[src/rtl/backlight_regs.svh]
// Timing constants of the backlight control block.
// Assumes a 200 MHz system clock; times are kept in their own unit.
`ifndef BACKLIGHT_REGS_SVH
`define BACKLIGHT_REGS_SVH

`define CLK_PERIOD_PS 5000
`define SWITCH_PERIOD_NS 1000
`define SWITCH_MAX_DUTY_PCT 95
`define EN_LOW_SHDN_US 2500
`define DIM_LOW_SHDN_US 20000
`define DET_WINDOW_US 1000
`define DET_LOW_US 400
`define SOFT_START_US 5000
`define BRIGHT_CODE_RST 10'h3ff

// Cycles per microsecond; keeps every product inside 32 bits
`define CLKS_PER_US (1000000 / `CLK_PERIOD_PS)
`define SWITCH_PERIOD_CYCLES ((`SWITCH_PERIOD_NS * 1000) / `CLK_PERIOD_PS)
`define SWITCH_MAX_ON_CYCLES ((`SWITCH_PERIOD_CYCLES * `SWITCH_MAX_DUTY_PCT) / 100)
`define EN_LOW_SHDN_CYCLES (`EN_LOW_SHDN_US * `CLKS_PER_US)
`define DIM_LOW_SHDN_CYCLES (`DIM_LOW_SHDN_US * `CLKS_PER_US)
`define DET_WINDOW_CYCLES (`DET_WINDOW_US * `CLKS_PER_US)
`define DET_LOW_CYCLES (`DET_LOW_US * `CLKS_PER_US)
`define SOFT_START_CYCLES (`SOFT_START_US * `CLKS_PER_US)

`endif

[src/rtl/backlight_pkg.sv]
// Types shared by the backlight control block.
// Assumes nothing beyond the header of constants.
package backlight_pkg;

  typedef enum logic [1:0] {
    MODE_NONE,
    MODE_ONE_WIRE,
    MODE_DUTY
  } dim_mode_t;

  typedef enum logic [1:0] {
    ST_OFF,
    ST_DETECT,
    ST_RUN
  } power_state_t;

endpackage : backlight_pkg

[src/rtl/pin_sync3.sv]
// Three-stage synchroniser for asynchronous pins and comparator levels.
// Output changes only when stages two and three agree.
`timescale 1ns/1ps
`default_nettype none

module pin_sync3 #(
  parameter int WIDTH = 1
) (
  // Clock and reset
  input wire logic clk,
  input wire logic arst_n,
  // Asynchronous in, stable level out
  input wire logic [WIDTH-1:0] async_in,
  output logic [WIDTH-1:0] level_out
);

  genvar i;
  generate
    for (i = 0; i < WIDTH; i++)
    begin : g_bit
      logic s1_reg;
      logic s2_reg;
      logic s3_reg;
      logic lvl_reg;
      always_ff @(posedge clk or negedge arst_n)
      begin
        if (!arst_n)
        begin
          s1_reg <= 1'b0;
          s2_reg <= 1'b0;
          s3_reg <= 1'b0;
          lvl_reg <= 1'b0;
        end
        else
        begin
          s1_reg <= async_in[i];
          s2_reg <= s1_reg;
          s3_reg <= s2_reg;
          if (s2_reg == s3_reg)
            lvl_reg <= s3_reg;
        end
      end
      assign level_out[i] = lvl_reg;
    end
  endgenerate

endmodule : pin_sync3

`default_nettype wire

[src/rtl/backlight_ctrl.sv]
// Dimming selection and protection sequencing of a two-string backlight driver.
// Pins and comparator trips are asynchronous; brightness writes come from a
// one-wire decoder on the same clock.
`timescale 1ns/1ps
`default_nettype none
`include "backlight_regs.svh"

module backlight_ctrl #(
  parameter int CW = 23,
  parameter logic [CW-1:0] EN_SHDN_CYCLES = CW'(`EN_LOW_SHDN_CYCLES),
  parameter logic [CW-1:0] DIM_SHDN_CYCLES = CW'(`DIM_LOW_SHDN_CYCLES),
  parameter logic [CW-1:0] DET_WINDOW_CYCLES = CW'(`DET_WINDOW_CYCLES),
  parameter logic [CW-1:0] DET_LOW_CYCLES = CW'(`DET_LOW_CYCLES),
  parameter logic [CW-1:0] SOFT_START_CYCLES = CW'(`SOFT_START_CYCLES)
) (
  // Clock and reset
  input wire logic clk,
  input wire logic arst_n,
  // Host pins
  input wire logic en_pin,
  input wire logic dim_pin,
  // Analog comparator trips
  input wire logic switch_current_limit,
  input wire logic over_temp_hot,
  input wire logic over_temp_cool,
  input wire logic output_overvoltage_guard,
  // Brightness write from one-wire decoder
  input wire logic code_wr,
  input wire logic [9:0] code_wr_data,
  // Power stage controls
  output logic boost_switch_on,
  output logic boost_enable,
  output logic sinks_on,
  output logic [9:0] brightness_code,
  output logic soft_start,
  // Status
  output var backlight_pkg::dim_mode_t dim_mode,
  output var backlight_pkg::power_state_t power_state,
  output logic thermal_shutdown,
  output logic ovp_latched
);
  import backlight_pkg::*;

  localparam logic [7:0] SW_LAST = 8'(`SWITCH_PERIOD_CYCLES - 1);
  localparam logic [7:0] SW_MAX_ON = 8'(`SWITCH_MAX_ON_CYCLES);

  // Synchronised inputs
  logic [5:0] sync_lvl;
  logic en_s;
  logic dim_s;
  logic ilim_s;
  logic hot_s;
  logic cool_s;
  logic ovp_s;

  pin_sync3 #(
    .WIDTH(6)
  ) u_sync (
    .clk(clk),
    .arst_n(arst_n),
    .async_in({output_overvoltage_guard, over_temp_cool, over_temp_hot,
               switch_current_limit, dim_pin, en_pin}),
    .level_out(sync_lvl)
  );

  assign en_s = sync_lvl[0];
  assign dim_s = sync_lvl[1];
  assign ilim_s = sync_lvl[2];
  assign hot_s = sync_lvl[3];
  assign cool_s = sync_lvl[4];
  assign ovp_s = sync_lvl[5];

  // Registers
  power_state_t state_reg;
  power_state_t state_next;
  dim_mode_t mode_reg;
  dim_mode_t mode_next;
  logic en_d_reg;
  logic dim_d_reg;
  logic ovp_d_reg;
  logic [CW-1:0] en_low_cnt_reg;
  logic [CW-1:0] dim_low_cnt_reg;
  logic [CW-1:0] win_cnt_reg;
  logic [CW-1:0] det_low_cnt_reg;
  logic [CW-1:0] ss_cnt_reg;
  logic [7:0] sw_cnt_reg;
  logic [1:0] ovp_cnt_reg;
  logic [1:0] ovp_cnt_next;
  logic ovp_latch_reg;
  logic therm_reg;
  logic sw_on_reg;
  logic sw_on_next;
  logic boost_en_reg;
  logic sinks_reg;
  logic ss_reg;
  logic [9:0] code_reg;

  // Edge and level decode
  wire en_rise = en_s & ~en_d_reg;
  wire dim_rise = dim_s & ~dim_d_reg;
  wire ovp_event = ovp_s & ~ovp_d_reg;
  wire en_off = ~en_s & (en_low_cnt_reg >= EN_SHDN_CYCLES);
  wire dim_off = ~dim_s & (dim_low_cnt_reg >= DIM_SHDN_CYCLES);
  wire pins_off = en_off | dim_off;
  wire wake = (state_reg == ST_OFF) & en_s & dim_s;
  wire det_hit = ~en_s & (det_low_cnt_reg >= DET_LOW_CYCLES);
  wire win_done = win_cnt_reg >= DET_WINDOW_CYCLES;
  wire latch_release = en_rise | dim_rise;
  wire ovp_set = ovp_event & (ovp_cnt_reg != 2'h0);
  wire therm_clear = therm_reg & cool_s & ~hot_s;
  wire ss_start = wake | therm_clear;
  wire powered = (state_reg != ST_OFF) & ~pins_off;
  wire allow = powered & ~hot_s & ~therm_reg & ~ovp_latch_reg & ~ovp_set;
  wire cycle_start = sw_cnt_reg == 8'h00;
  wire duty_gate = (mode_reg == MODE_DUTY) ? dim_s : 1'b1;

  // Power and mode sequencing
  always_comb
  begin
    state_next = state_reg;
    mode_next = mode_reg;
    unique case (state_reg)
      ST_OFF:
      begin
        mode_next = MODE_NONE;
        if (wake)
          state_next = ST_DETECT;
      end
      ST_DETECT:
      begin
        if (pins_off)
          state_next = ST_OFF;
        else if (det_hit)
        begin
          state_next = ST_RUN;
          mode_next = MODE_ONE_WIRE;
        end
        else if (win_done)
        begin
          state_next = ST_RUN;
          mode_next = MODE_DUTY;
        end
      end
      ST_RUN:
      begin
        if (pins_off)
        begin
          state_next = ST_OFF;
          mode_next = MODE_NONE;
        end
      end
    endcase
  end

  // Over-voltage event count; an event alongside a release still counts
  always_comb
  begin
    ovp_cnt_next = ovp_cnt_reg;
    if (latch_release)
      ovp_cnt_next = {1'b0, ovp_event};
    else if (ovp_event && ovp_cnt_reg != 2'h2)
      ovp_cnt_next = ovp_cnt_reg + 2'h1;
  end

  // Switch gate: on at cycle start, off at limit or maximum duty
  always_comb
  begin
    sw_on_next = sw_on_reg;
    if (!allow || ilim_s)
      sw_on_next = 1'b0;
    else if (cycle_start)
      sw_on_next = 1'b1;
    else if (sw_cnt_reg == SW_MAX_ON)
      sw_on_next = 1'b0;
  end

  always_ff @(posedge clk or negedge arst_n)
  begin
    if (!arst_n)
    begin
      state_reg <= ST_OFF;
      mode_reg <= MODE_NONE;
      en_d_reg <= 1'b0;
      dim_d_reg <= 1'b0;
      ovp_d_reg <= 1'b0;
    end
    else
    begin
      state_reg <= state_next;
      mode_reg <= mode_next;
      en_d_reg <= en_s;
      dim_d_reg <= dim_s;
      ovp_d_reg <= ovp_s;
    end
  end

  // Low-time and window counters
  always_ff @(posedge clk or negedge arst_n)
  begin
    if (!arst_n)
    begin
      en_low_cnt_reg <= '0;
      dim_low_cnt_reg <= '0;
      win_cnt_reg <= '0;
      det_low_cnt_reg <= '0;
    end
    else
    begin
      en_low_cnt_reg <= en_s ? '0 : (en_off ? en_low_cnt_reg : en_low_cnt_reg + 1'b1);
      dim_low_cnt_reg <= dim_s ? '0 : (dim_off ? dim_low_cnt_reg : dim_low_cnt_reg + 1'b1);
      win_cnt_reg <= (state_reg == ST_DETECT) ? win_cnt_reg + 1'b1 : '0;
      det_low_cnt_reg <= (state_reg == ST_DETECT && !en_s) ? det_low_cnt_reg + 1'b1 : '0;
    end
  end

  // Protection latches; a set wins over a clear in the same cycle
  always_ff @(posedge clk or negedge arst_n)
  begin
    if (!arst_n)
    begin
      ovp_cnt_reg <= 2'h0;
      ovp_latch_reg <= 1'b0;
      therm_reg <= 1'b0;
    end
    else
    begin
      ovp_cnt_reg <= ovp_cnt_next;
      if (ovp_set)
        ovp_latch_reg <= 1'b1;
      else if (latch_release)
        ovp_latch_reg <= 1'b0;
      if (hot_s)
        therm_reg <= 1'b1;
      else if (cool_s)
        therm_reg <= 1'b0;
    end
  end

  // Switching cycle, soft-start and outputs
  always_ff @(posedge clk or negedge arst_n)
  begin
    if (!arst_n)
    begin
      sw_cnt_reg <= 8'h00;
      sw_on_reg <= 1'b0;
      boost_en_reg <= 1'b0;
      sinks_reg <= 1'b0;
      ss_cnt_reg <= '0;
      ss_reg <= 1'b0;
    end
    else
    begin
      sw_cnt_reg <= (sw_cnt_reg == SW_LAST) ? 8'h00 : sw_cnt_reg + 8'h01;
      sw_on_reg <= sw_on_next;
      boost_en_reg <= allow;
      sinks_reg <= allow & duty_gate;
      if (ss_start)
        ss_cnt_reg <= SOFT_START_CYCLES;
      else if (ss_cnt_reg != '0)
        ss_cnt_reg <= ss_cnt_reg - 1'b1;
      ss_reg <= ss_start | (ss_cnt_reg > 1);
    end
  end

  // Brightness code, accepted only in one-wire mode
  always_ff @(posedge clk or negedge arst_n)
  begin
    if (!arst_n)
      code_reg <= `BRIGHT_CODE_RST;
    else if (code_wr && mode_reg == MODE_ONE_WIRE)
      code_reg <= code_wr_data;
  end

  assign boost_switch_on = sw_on_reg;
  assign boost_enable = boost_en_reg;
  assign sinks_on = sinks_reg;
  assign brightness_code = code_reg;
  assign soft_start = ss_reg;
  assign dim_mode = mode_reg;
  assign power_state = state_reg;
  assign thermal_shutdown = therm_reg;
  assign ovp_latched = ovp_latch_reg;

endmodule : backlight_ctrl

`default_nettype wire

[config.mk]
export PLATFORM = sky130hd
export DESIGN_NAME = backlight_ctrl
export DESIGN_NICKNAME = d
export VERILOG_FILES = /design/src/rtl/backlight_pkg.sv /design/src/rtl/pin_sync3.sv /design/src/rtl/backlight_ctrl.sv
export VERILOG_INCLUDE_DIRS = /design/src /design/src/rtl
export SDC_FILE = /design/constraint.sdc
export NUM_CORES = 1
export LEC_CHECK = 0
export ABC_AREA = 1
export BUFFER_PORTS_ARGS = -buffer_cell sky130_fd_sc_hd__buf_2
export CORE_MARGIN = 5
export CORE_UTILIZATION = 60
export DETAILED_ROUTE_END_ITERATION = 10
export MAX_ROUTING_LAYER = met4
export PLACE_DENSITY = 0.78
export SLEW_MARGIN = 20
export SYNTH_ARGS = -nofsm -noshare
export SYNTH_HDL_FRONTEND = slang
export SYNTH_SLANG_ARGS = --single-unit
[constraint.sdc]
create_clock -name clk -period 2.1 [get_ports clk]
set_clock_uncertainty 0.05 [all_clocks]
set_input_delay 0.21 -clock clk [delete_from_list [all_inputs] [get_ports clk]]
set_output_delay 0.21 -clock clk [all_outputs]
set_load 0.03 [all_outputs]
==> impl_metrics.ini <==
[pwr]
switching_share_pct = 33.0
vdd_drop_max_mv = 0.563
share_comb_of_total_power_pct = 19.2
p_clk_share_pct = 37.6
p_int_mw = 5.79
power.switching_mw = 2.85
p_per_area_mw_per_mm2 = 854
pwr-share-seq_pct = 43.2
p_leak_nw = 4.65

[critical_path]
cp_max_fo = 3
critPathKind = flip-flop to flip-flop
cp_slowest_cell = dfrtp_1
worst-path-buf-inv = 0
critPathArrivalTime_ps = 2140
max_stage_delay_ps = 430
cpMostUsedCell = nor2_1
worstRegToRegCells = 8
critPathCaptureType = flip-flop
r2r_start = ss_cnt_reg[8]
critPathRequiredTime_ps = 2340
rrSetupSlack_ps = 200
critical_path.top_delay_family = simple AND/OR/NAND/NOR gates
critPathLaunchType = flip-flop
crit_chain = nor2_1 > nand3_1 > nor2_1 > nand2_1 > nor2_1 > nand3_1 > nor3_1 > o21ai_0
reg2reg_to = soft_start

[clock_network]
cts_resized = 0
numCtsBuffers = 17
clk_path_buf_depth = 2
htreeDepth = 4
clkSinkCount = 172
cts_tree = done
clockRootBuffer = clkbuf_16
clkLatencyLatePin_ps = 440
path_clk_slew_ps = 80

[synthesis]
ys_ff_latch = 172
synth_top_flop_cell = dfrtp_1
async_flop_share_pct = 100
synthesis.nets = 1086
yosysWarnings = 0
synth_area_mm2 = 0.00884
synth_edf_count = 0
synth_cell_type_count = 51
syn_avg_cell_area_um2 = 8.43
yosysSeqAreaShare_pct = 48.8
netlist_instances = 1049

[place]
placed_cell_area_mm2 = 0.00932
numPortBuffers = 38
place_hpwl_mm = 13.0
dpl.cell_count = 1272
gp_congestion = 0.920

[routing]
wl_per_cell_um = 14.5
drcViolationCount = 0
antenna_left = 0
drt-initial-drc-count = 615
via_count = 7235
viasPerCell = 5.48
drt_wl_total_mm = 19.2
dr.pass1.iters = 5

[final_layout]
design_area_mm2 = 0.0101
utilization_pct = 69.9
drive_gt1_share_pct = 15.0
nets = 1161
antenna_cells = 0
area_delta_synth_final_pct = 14.5
fin_cells = 1321
fillCellCount = 1077

[grt]
grtUsageMet2_pct = 37.8
grt_start_max_net_pins = 56
grt_usage_pct = 24.0
met1_usage_pct = 31.5
grt_overflow = 0
use_met3_pct = 5.12
antenna_found_initial = 0
busiest_layer = met2
grt_pass1_wl_mm = 33.8
grt_pass1_vias = 7070

[timing]
fmax_mhz = 527
slew_violations = 0
tightest_slew_ps = 527
tns_ps = 0
hold_viol_final = 0
min_period_over_period_pct = 90.3
period_minus_slack_ps = 1900
hold_ws_ps = 253
finalSetupViolations = 0
rsz0062_at_grt = no
max_slew_margin_pct = 64.9

[floorplanning]
pin_count = 39
core_mm2 = 0.0145
initial_utilization_pct = 61.0
rows = 44
die_h_um = 131
die_w_um = 131
die_area_mm2 = 0.0173

[flow_run]
max_cap_violations = 0

[worst_hold_path]
hold_path.class = input port to async pin

[outcome]
status = finished clean
-- final cells by class --
cell class	instances	area (µm²)	area share [%]
flip-flops and latches	172	4320	42.7
multi-input cells	709	3860	38.1
inverters	154	581	5.74
repair buffers	70	504	4.98
clock buffers	17	425	4.20
well taps	184	230	2.28
clock inverters	15	203	2.00
-- placed cells by master (no fill, tap or decap), drive strengths merged, types with 2 or more instances in the layout --
cell and n:
nor2 150, nor4 12, nand3 61, mux2 10, clkinvlp 2, xnor2 4
a211oi 5, and3 2, nand2 179, or2 4, xor2 21, buf 53
o21a 9, o21ai 56, dlygate4sd3 17, dfstp 10, dfrtp 162, ha 18
clkinv 7, clkbuf 17, o31ai 9, maj3 6, nand4 32, a31oi 3
inv 159, nor3 66, nor3b 3, a21oi 53
-- layer usage --
metal	vias to the layer above	share of wire (%)
met1	3399	44
met3	37	5.5
li1	3595	-
met2	204	48
met4	0	2.0
met5	-	0
-- power groups by stage --
stage	clock network, mW	registers, mW	logic (mW)
4_1_cts	3.31	3.72	1.65
5_1_grt	3.47	3.76	1.90
3_5_place_dp	0	3.78	1.59
3_3_place_gp	0	3.78	1.56
2_1_floorplan	0	3.82	1.04
6_report	3.25	3.73	1.66
-- cells by family (layout without fill, tap and decap cells) --
group / Yosys count / after routing / synth area share [%]
and+or+nand+nor: 510 / 510 / 27.6
DFF: 172 / 172 / 48.8
adders and majority gates: 24 / 24 / 3.23
AOI/OAI and AO/OA: 140 / 140 / 9.07
buffers and inverters: 168 / 256 / 7.50
muxes: 10 / 10 / 1.27
xor gates and xnor gates: 25 / 25 / 2.48
-- cells in the mapped netlist, types with 9 or more instances --
cell	number	area share (%)
xor2_1	21	2.1
o21ai_0	47	2.7
ha_1	18	2.5
inv_1	145	6.2
nand3_1	53	3.0
o21a_1	9	0.76
dfstp_2	10	3.0
a21oi_1	52	2.9
nor2_2	11	0.78
nand2_1	164	7.0
o21ai_1	9	0.51
dfrtp_1	162	46
nor3_1	57	3.2
nand2_2	13	0.92
mux2_2	10	1.3
nor4_1	11	0.78
nand4_1	31	2.2
nor2_1	135	5.7
-- through the flow --
stage,setup WS [ps],total power [mW]
3_3_place_gp,306,5.34
2_1_floorplan,247,4.85
4_1_cts,226,8.68
3_5_place_dp,252,5.37
5_1_grt,15.7,9.13
6_report,203,8.64
-- worst max-delay path by stage --
stage | startpoint | endpoint | slack [ps] | cells past startpoint
6_report | ss_cnt_reg[8] | soft_start | 200 | 8
5_1_grt | power_state[0] | ss_cnt_reg[7] | 20 | 9
4_1_cts | power_state[0] | ss_cnt_reg[1] | 230 | 9
3_5_place_dp | power_state[0] | ss_cnt_reg[1] | 250 | 9
3_3_place_gp | win_cnt_reg[0] | win_cnt_reg[16] | 310 | 14
2_1_floorplan | power_state[0] | ss_cnt_reg[1] | 250 | 10
-- timing repair --
action	CTS	global route
hold buffers	17	0
setup endpoints to repair	0	0
endpoints found under the hold margin	66	0
buffers inserted	0	0
(Power assumes the default switching activity.)
